===== src/pkg/smc_pkg.sv =====
// Package of constants and carrier types for the snoop match combiner.
package smc_pkg;

    // ****************************************
    // Sizes
    // ****************************************
    localparam int SMC_NUM_STAGES  = 4;
    localparam int SMC_NUM_PARSERS = 4;
    localparam int SMC_ADDR_W      = 12;
    localparam int SMC_DATA_W      = 32;
    localparam int SMC_CNT_W       = 16;
    localparam int SMC_FIRST_INDEX = 4;

    // ****************************************
    // Register map
    // ****************************************
    localparam logic [11:0] SMC_STAGE_BASE   = 12'h0F0;
    localparam logic [11:0] SMC_STAGE_STRIDE = 12'h004;
    localparam logic [11:0] SMC_STATUS_ADDR  = 12'h0E0;
    localparam logic [11:0] SMC_COUNT_ADDR   = 12'h0E4;

    // ****************************************
    // Stage register fields and masks
    // ****************************************
    typedef struct packed {
        logic [9:0] rsvd_hi;
        logic [1:0] snoop_action;
        logic [1:0] rsvd_mid;
        logic       result_invert;
        logic       operation;
        logic       rsvd_b15;
        logic       use_stage2_result;
        logic       use_stage1_result;
        logic       use_stage0_result;
        logic [3:0] select_match;
        logic [3:0] rsvd_lo;
        logic [3:0] not_input;
    } smc_stage_cfg_s;

    localparam logic [31:0] SMC_CFG_RESET       = 32'h0000_0000;
    localparam logic [31:0] SMC_WMASK_COMMON    = 32'h0003_0F0F;
    localparam logic [31:0] SMC_WMASK_USE_S0    = 32'h0000_1000;
    localparam logic [31:0] SMC_WMASK_USE_S1    = 32'h0000_2000;
    localparam logic [31:0] SMC_WMASK_USE_S2    = 32'h0000_4000;
    localparam logic [31:0] SMC_WMASK_SNOOP     = 32'h0030_0000;
    localparam logic [31:0] SMC_WMASK [SMC_NUM_STAGES] = '{
        SMC_WMASK_COMMON,
        SMC_WMASK_COMMON | SMC_WMASK_USE_S0,
        SMC_WMASK_COMMON | SMC_WMASK_USE_S0 | SMC_WMASK_USE_S1,
        SMC_WMASK_COMMON | SMC_WMASK_USE_S0 | SMC_WMASK_USE_S1
            | SMC_WMASK_USE_S2 | SMC_WMASK_SNOOP
    };

    // ****************************************
    // Snoop actions
    // ****************************************
    localparam logic [1:0] SMC_ACT_FORWARD   = 2'h0;
    localparam logic [1:0] SMC_ACT_MGMT_ONLY = 2'h1;
    localparam logic [1:0] SMC_ACT_MGMT_COPY = 2'h2;
    localparam logic [1:0] SMC_ACT_DISCARD   = 2'h3;

    // ****************************************
    // Carriers
    // ****************************************
    typedef struct packed {
        logic [3:0] valid;
        logic [3:0] match;
    } smc_parsers_s;

    typedef struct packed {
        logic       match;
        logic [1:0] action;
    } smc_block_res_s;

    typedef struct packed {
        logic [3:0] stage_out;
        logic       final_match;
        logic       blk0_match;
        logic [1:0] action;
    } smc_result_s;

endpackage


===== src/design/smc_stage.sv =====
// One combining stage of the snoop match combiner.
`timescale 1ns/1ps
`default_nettype none
module smc_stage
    import smc_pkg::*;
#(
    parameter int STAGE_IDX = 0
) (
    // Configuration
    input  wire smc_stage_cfg_s i_cfg,
    // Match inputs
    input  wire logic [3:0]     i_match,
    input  wire logic [2:0]     i_prev,
    // Result
    output logic                o_result
);
    logic [6:0] sel;
    logic [6:0] val;
    logic       and_r;
    logic       or_r;

    always_comb begin
        sel[3:0] = i_cfg.select_match;
        sel[4]   = i_cfg.use_stage0_result && (STAGE_IDX >= 1);
        sel[5]   = i_cfg.use_stage1_result && (STAGE_IDX >= 2);
        sel[6]   = i_cfg.use_stage2_result && (STAGE_IDX == 3);
        val      = {i_prev, i_match ^ i_cfg.not_input};
        and_r    = &(val | ~sel);
        or_r     = |(val & sel);
        o_result = (i_cfg.operation ? or_r : and_r) ^ i_cfg.result_invert;
    end
endmodule // smc_stage
`default_nettype wire


===== src/design/smc_action_merge.sv =====
// Merge of the two combining blocks' snoop actions.
`timescale 1ns/1ps
`default_nettype none
module smc_action_merge
    import smc_pkg::*;
(
    // Block results
    input  wire smc_block_res_s i_blk0,
    input  wire smc_block_res_s i_blk1,
    // Chosen action
    output logic [1:0]          o_action
);
    always_comb begin
        o_action = SMC_ACT_FORWARD;
        if (i_blk0.match && i_blk1.match) begin
            // Lower code wins on a conflict.
            o_action = (i_blk0.action < i_blk1.action) ? i_blk0.action : i_blk1.action;
        end else if (i_blk0.match) begin
            o_action = i_blk0.action;
        end else if (i_blk1.match) begin
            o_action = i_blk1.action;
        end
    end
endmodule // smc_action_merge
`default_nettype wire


===== src/design/smc_top.sv =====
// Snoop match combiner: second block of cascaded stages, registers and action.
`timescale 1ns/1ps
`default_nettype none

// Operation
// - Four stage registers, indices 4 to 7, configure stages 0 to 3.
// - Action 00 forwards, 01 management only, 10 adds copy, 11 discards.
// - Both blocks matching with different actions: lower action code wins.
// - Action bits 21:20 exist only in the final stage register.
// - Result inversion bit inverts the stage output when set.
// - Operation bit picks AND (0) or OR (1) of selected inputs.
// - Only stage 3 honours the stage 2 result selection.
// - Only stages 2 and 3 honour the stage 1 result selection.
// - Only stages 1 to 3 honour the stage 0 result selection.
// - Bits 11:8 select parsers 0 to 3 into the stage.
// - Bits 3:0 invert parser match inputs before use.
// - An invalid parser is masked to no match before the bits 3:0 inversion, so with its invert bit set the stage sees a match.
module smc_top
    import smc_pkg::*;
(
    // Clock and reset
    input  wire logic                  i_ref_clk,
    input  wire logic                  i_nrst,
    // Register port
    input  wire logic [SMC_ADDR_W-1:0] i_reg_addr,
    input  wire logic [SMC_DATA_W-1:0] i_reg_wdata,
    input  wire logic                  i_reg_wr,
    input  wire logic                  i_reg_rd,
    output logic [SMC_DATA_W-1:0]      o_reg_rdata,
    // Frame evaluation request
    input  wire logic                  i_frame_valid,
    input  wire smc_parsers_s          i_parsers,
    input  wire smc_block_res_s        i_blk0,
    // Frame decision
    output logic                       o_result_valid,
    output logic [3:0]                 o_stage_out,
    output logic                       o_final_match,
    output logic [1:0]                 o_action
);

    // ****************************************
    // State
    // ****************************************
    typedef struct packed {
        smc_stage_cfg_s [SMC_NUM_STAGES-1:0] cfg;
        logic [SMC_DATA_W-1:0]               rdata;
        logic                                res_valid;
        smc_result_s                         res;
        logic [SMC_CNT_W-1:0]                frame_cnt;
        logic [SMC_CNT_W-1:0]                match_cnt;
    } smc_state_s;

    smc_state_s q;
    smc_state_s d;

    // ****************************************
    // Combining stages
    // ****************************************
    logic [3:0]     parser_m;
    logic [3:0]     stage_out;
    logic [1:0]     final_action;
    smc_block_res_s blk1;

    assign parser_m = i_parsers.match & i_parsers.valid;

    genvar gi;
    generate
        for (gi = 0; gi < SMC_NUM_STAGES; gi++) begin : g_stage
            logic [2:0] prev;
            // Later stages see only earlier outputs, so the chain never loops.
            // The first stage gets no reference to the stage vector at all.
            if (gi == 0) begin : g_first
                assign prev = 3'h0;
            end else begin : g_later
                assign prev = 3'(stage_out[gi-1:0]);
            end
            smc_stage #(
                .STAGE_IDX (gi)
            ) u_stage (
                .i_cfg    (q.cfg[gi]),
                .i_match  (parser_m),
                .i_prev   (prev),
                .o_result (stage_out[gi])
            );
        end
    endgenerate

    assign blk1.match  = stage_out[SMC_NUM_STAGES-1];
    assign blk1.action = q.cfg[SMC_NUM_STAGES-1].snoop_action;

    smc_action_merge u_merge (
        .i_blk0   (i_blk0),
        .i_blk1   (blk1),
        .o_action (final_action)
    );

    // ****************************************
    // Next state
    // ****************************************
    always_comb begin
        d           = q;
        d.rdata     = '0;
        d.res_valid = i_frame_valid;
        for (int s = 0; s < SMC_NUM_STAGES; s++) begin
            if (i_reg_addr == SMC_STAGE_BASE + 12'(s) * SMC_STAGE_STRIDE) begin
                if (i_reg_wr) begin
                    // Reserved and absent bits are dropped, so they read as zero.
                    d.cfg[s] = (q.cfg[s] & ~SMC_WMASK[s]) | (i_reg_wdata & SMC_WMASK[s]);
                end
                if (i_reg_rd) begin
                    d.rdata = q.cfg[s];
                end
            end
        end
        if (i_reg_rd && i_reg_addr == SMC_STATUS_ADDR) begin
            d.rdata = 32'(q.res);
        end
        if (i_reg_addr == SMC_COUNT_ADDR) begin
            if (i_reg_rd) begin
                d.rdata = {q.match_cnt, q.frame_cnt};
            end
            if (i_reg_wr) begin
                d.frame_cnt = '0;
                d.match_cnt = '0;
            end
        end
        if (i_frame_valid) begin
            // A frame in the clearing cycle still counts: the set wins.
            d.frame_cnt       = d.frame_cnt + 16'h0001;
            d.res.stage_out   = stage_out;
            d.res.final_match = stage_out[SMC_NUM_STAGES-1];
            d.res.blk0_match  = i_blk0.match;
            d.res.action      = final_action;
            if (stage_out[SMC_NUM_STAGES-1]) begin
                d.match_cnt = d.match_cnt + 16'h0001;
            end
        end
    end

    // ****************************************
    // Registers
    // ****************************************
    always_ff @(posedge i_ref_clk or negedge i_nrst) begin
        if (!i_nrst) begin
            q <= '0;
        end else begin
            q <= d;
        end
    end

    // ****************************************
    // Outputs
    // ****************************************
    assign o_reg_rdata    = q.rdata;
    assign o_result_valid = q.res_valid;
    assign o_stage_out    = q.res.stage_out;
    assign o_final_match  = q.res.final_match;
    assign o_action       = q.res.action;

endmodule // smc_top
`default_nettype wire


===== config.mk =====
export PLATFORM = sky130hd
export DESIGN_NAME = smc_top
export DESIGN_NICKNAME = d
export VERILOG_FILES = /design/src/pkg/smc_pkg.sv /design/src/design/smc_stage.sv /design/src/design/smc_action_merge.sv /design/src/design/smc_top.sv
export SDC_FILE = /design/constraint.sdc
export NUM_CORES = 1
export LEC_CHECK = 0
export ABC_AREA = 0
export BUFFER_PORTS_ARGS = -buffer_cell sky130_fd_sc_hd__buf_2
export CELL_PAD_IN_SITES_DETAIL_PLACEMENT = 0
export CELL_PAD_IN_SITES_GLOBAL_PLACEMENT = 1
export CORE_ASPECT_RATIO = 1.75
export CORE_MARGIN = 1
export CORE_UTILIZATION = 41
export CTS_CLUSTER_DIAMETER = 30
export DETAILED_ROUTE_END_ITERATION = 16
export PLACE_DENSITY = 0.72
export SLEW_MARGIN = 20
export SYNTH_ARGS = -nofsm -noshare
export SYNTH_HDL_FRONTEND = slang
export SYNTH_SLANG_ARGS = --single-unit

===== constraint.sdc =====
create_clock -name i_ref_clk -period 4.05 [get_ports i_ref_clk]
set_clock_uncertainty 0.15 [all_clocks]
set_input_delay 1.215 -clock i_ref_clk [delete_from_list [all_inputs] [get_ports i_ref_clk]]
set_output_delay 1.215 -clock i_ref_clk [all_outputs]
set_load 0.01 [all_outputs]

# Yosys cells after proc, flatten, opt, wreduce, memory -nomap -nowiden
# Cells that the tools add are included.
# W data, S select, Z words.
word_totals:
  register_bits: 201
  in_bits: 60
  elab_cells: 127
op_classes:
  addsub: 2
  magnitude_cmp: 1
  n_eq_ne: 6
  muxes: 23
  bitwise: 25
  reduce_logical: 14
op_table:
  columns: ["operator", "n"]
  rows:
  - ["$mux W32", 14]
  - ["$or A32 B18 Y32", 3]
  - ["$eq A12 B8 Y1 const B", 6]
  - ["$add A16 B1 Y16 const B", 2]
  - ["$or A32 B22 Y32", 1]
  - ["$reduce_and A7 Y1", 4]
  - ["$reduce_or A7 Y1", 4]
  - ["$mux W16", 1]
  - ["$xor A4 B4 Y4", 4]
  - ["$and A4 B4 Y4", 2]
  - ["$mux W2", 4]
  - ["$reduce_and A2 Y1", 4]
  - ["$and A7 B7 Y7", 1]
  - ["$not A4 Y7", 1]
  - ["$not A5 Y7", 1]
  - ["$not A6 Y7", 1]
  - ["$not A7 Y7", 1]
  - ["$or A4 B7 Y7", 1]
  - ["$or A5 B7 Y7", 1]
  - ["$or A6 B7 Y7", 1]
  - ["$or A7 B7 Y7", 1]
  - ["$and A6 B6 Y6", 1]
  - ["$and A5 B5 Y5", 1]
  - ["$mux W1", 4]
  - ["3 further kinds", 7]

# Depth between registers and ports, before layout
depth:
  depth_word: 21
  mapped_depth: 14
  ltp_nobuf: 11

# Cells and area by module
# From an unflattened synthesis, not the netlist that was laid out.
unflattened:
  cells_unflattened: 542
  area_unflattened_um2: 6261.0
by_module_without_submodules:
  columns: ["mod", "instances", "cells_per_inst", "area_per_inst_um2", "seq_area_each_um2"]
  rows:
  - ["smc_top", 1, 447, 5521.5, 3002.9]
  - ["smc_stage at g_stage[3].u_stage", 1, 23, 195.2, 0.0]
  - ["smc_stage at g_stage[2].u_stage", 1, 21, 190.2, 0.0]
  - ["smc_stage at g_stage[1].u_stage", 1, 20, 148.9, 0.0]
  - ["smc_stage at g_stage[0].u_stage", 1, 19, 126.4, 0.0]
  - ["smc_action_merge", 1, 12, 78.8, 0.0]

# Worst setup path after synthesis
# No wires, ideal clock.
synth_timing:
  path_type: "input port to flip-flop"
  start: "input port i_parsers[2] (netlist bit)"
  end: "register q[10] (netlist bit)"
  setup_ps: 122
  arrival_time_ps: 3956
  required_ps: 3778
  path_slack_ps: -179
  path_stages: 13
  n_path_buf: 2
  cell_sequence: "and2_1 -> clkbuf_2 -> mux2i_1 -> or4_1 -> o211a_1 -> o31a_1 -> or2_1 -> a211o_1 -> a31oi_1 -> nand3b_4 -> buf_6 -> nand4_1 -> xor2_1"
synth_rtl:
  columns: ["element", "line", "rtl"]
  rows:
  - ["start, declared", "smc_top.sv:32", "input wire smc_parsers_s i_parsers,"]
  - ["end signal, assigned", "smc_top.sv:145", "q <= '0;"]
  - ["end signal, assigned", "smc_top.sv:147", "q <= d;"]
  - ["end, declared", "smc_top.sv:53", "smc_state_s q;"]

==> reports/qor.yml <==
drt_iter0_markers: 252
r2r_start: "q[114]"
synth.most_common_cell: "dfrtp_1"
setup_violations: 0
min_period_over_period_pct: 99.7
report.final.hold_viol_count: 0
grt.overflow.total: 0
synthDominantCellAreaShare_pct: 45.1
cts_tree: "yes"
max_freq_mhz: 248
fin_nets: 806
yosysWarnings: 0
syn_nets: 721
power.leakage_nw: 3.89
rsz0062_at_grt: "true"
worst-path-buf-inv: 2
outcome: "finished clean"
ys_seq_area_share_pct: 45.1
floorplan.die_area_sq_mm: 0.0168
synth_top_area_cell: "dfrtp_1"
peakVddDrop_uv: 219
syn_area_sq_mm: 0.00666
synth_edf_count: 0
fin_cells: 943
startpoint_type: "input port"
clockBufferDepth: 2
dp_hpwl_microns: 13700
synth.area.top_cells: "dfrtp_1 45%, mux2_2 8.8%, buf_4 4.4%"
dp_cells: 902
cap_viol_max_count: 0
met2_usage_pct: 43.5
gp_congestion: 0.912
wire_per_inst_microns: 20.1
power.share.switching_pct: 26.3
synth-main-ff-cell: "dfrtp_1"
start_util_pct: 41.9
grt_pass1_wl_microns: 29000
crit_arrival_ps: 4180
syn_inst: 657
die_x_microns: 98.3
track_usage_pct: 23.0
busiest_layer: "met2"
post_drt_via_cell_ratio: 5.60
numPortBuffers: 82
pwr-share-seq_pct: 41.7
cpMostUsedCell: "mux2i_1"
drcViolationCount: 0
grt_max_degree: 50
holdCritPathClass: "register to register"
end_kind: "register"
synth_common_cells: "120 x dfrtp_1, 69 x nand2_1, 52 x mux2_2"
first_pass_iters: 8
hold_path.startpoint: "q[6]"
cts_root_buf: "clkbuf_16"
ys_ff_latch: 120
crit_family: "simple AND/OR/NAND/NOR gates"
max_stage_delay_ps: 550
p_int_mw: 2.44
power.total_mw: 3.31
wl_microns: 18900
ant_nets: 0
fp.dieH_microns: 171
num_antenna_cells: 0
grt_pass1_vias: 5435
slew-limit-headroom_pct: 48.5
combPwrFrac_pct: 11.4
ioPinCount: 100
worst_slew_pin_slew_ps: 771
syn_avg_cell_area_sq_um: 10.1
worstPathMaxFanout: 5
path_class: "input port to register"
antenna_found_initial: 0
clkSlewWorstSetupHoldPaths_ps: 50
crit_slowest_cell: "or4_4"
drv_slew: 0
synthArstFlopShare_pct: 100
clk_latency_ps: 420
use_met1_pct: 22.4
clkPwrFrac_pct: 46.9
synthToLayoutAreaGrowth_pct: 21.9
worst_ep_required_time_ps: 4200
vias: 5285
crit_chain: "buf_6 -> and2_4 -> mux2i_1 -> or4_4 -> o211a_4 -> o31a_1 -> or2_1 -> a211o_1 -> a31oi_4 -> buf_4 -> nand3b_4 -> nand4_1 -> mux2i_1"
period_minus_slack_ps: 4040
drive_gt1_share_pct: 34.4
power_density_mw_per_mm2: 407
rows: 61
fp.coreArea_sq_mm: 0.0159
cts_sinks: 120
use_met3_pct: 4.49
cts_buffers: 17
synthDistinctLibCells: 70
crit_start: "i_parsers[5]"
htree_levels: 4
p_sw_uw: 868
area by class of cell:
type / count / area [sq um]
Fill cell: 1441 / 7750
Timing Repair Buffer: 136 / 861
Sequential cell: 120 / 3000
Clock inverter: 12 / 151
Clock buffer: 19 / 453
Inverter: 21 / 78.8
Multi-Input combinational cell: 446 / 3340
Tap cell: 189 / 236
registers in the layout, indices dropped and copies added (netlist names):
signal,cells
blk1,2
o_action,2
q,79
o_reg_rdata,32
o_result_valid,1
o_stage_out,4
cells in the final DEF (no fill, tap or decap), types with 11 or more instances in the layout:
| cell type | n |
|---|---|
| nand2b_1 | 14 |
| xor2_1 | 17 |
| o21ai_0 | 16 |
| dfrtp_1 | 120 |
| mux2i_1 | 23 |
| nand3_1 | 11 |
| nor2b_1 | 12 |
| nand4_1 | 16 |
| nor2_1 | 34 |
| inv_1 | 19 |
| o22ai_1 | 11 |
| xnor2_1 | 12 |
| clkbuf_16 | 17 |
| and3_1 | 22 |
| buf_4 | 51 |
| mux2_2 | 51 |
| a21oi_1 | 17 |
| nand2_1 | 68 |
| buf_2 | 78 |
power by group through the flow:
stage / logic [mW] / clock network, mW / registers (mW)
2_1_floorplan: 0.245 / 0 / 1.35
3_3_place_gp: 0.337 / 0 / 1.39
3_5_place_dp: 0.350 / 0 / 1.40
4_1_cts: 0.354 / 1.58 / 1.38
5_1_grt: 0.420 / 1.63 / 1.39
6_report: 0.375 / 1.55 / 1.38
layer usage:
metal | routed length [microns] | part of all wire, %
met1 | 6500 | 34
met2 | 10800 | 57
met3 | 673 | 3.6
met4 | 961 | 5.1
met5 | 0 | 0
cells by family (layout without fill, tap and decap cells):
kind of cell / after synthesis / after routing / share of synthesized area (%)
buf+inv: 94 / 188 / 7.82
mux: 78 / 78 / 12.7
compound gates: 96 / 96 / 10.8
flops: 120 / 120 / 45.1
simple gates: 236 / 239 / 19.0
xor+xnor: 29 / 29 / 3.81
fa+ha+maj: 4 / 4 / 0.752
stage by stage:
stage	TNS, ps	area [sq um]	worst slack [ps]	util [%]	hold slack (ps)
after global routing	-632	8120	-72.5	51.2	404
after global placement	-7580	7250	-465	45.6	350
after detailed placement	-8520	7250	-502	45.6	356
final	0	8120	13.4	51.2	369
after CTS	-3.04	7880	-3.04	49.6	368
after floorplan	-1540	6680	-157	-	314
path summary, 6_finish.rpt:
kind                                    to  slack, ps  cells past startpoint
setup reg to reg                      q[7]        560                     12
hold reg to reg            o_reg_rdata[22]        370                      1
hold / removal             o_reg_rdata[22]        370                      1
min in group asynchronous   o_result_valid        680                      1
max in group asynchronous  o_reg_rdata[18]       2200                      2
setup / recovery                      q[7]         10                     13
repair_timing:
item	in CTS	in global routing
resized for setup	5	31
buffers inserted	0	8
endpoints found under the setup margin	14	19
cloned	0	3
hold buffers	0	0
pin swaps	6	22
worst reg2reg max path: stages (launching register included):
cell and delay, ps:
dfrtp_1 430, nand2b_1 120, mux2i_1 80, or4_4 550
o211a_4 290, o31a_1 320, or2_1 260, a211o_1 340
a31oi_4 250, buf_4 160, nand3b_4 160, nand4_1 120
mux2i_1 140
(Power assumes the default switching activity.)
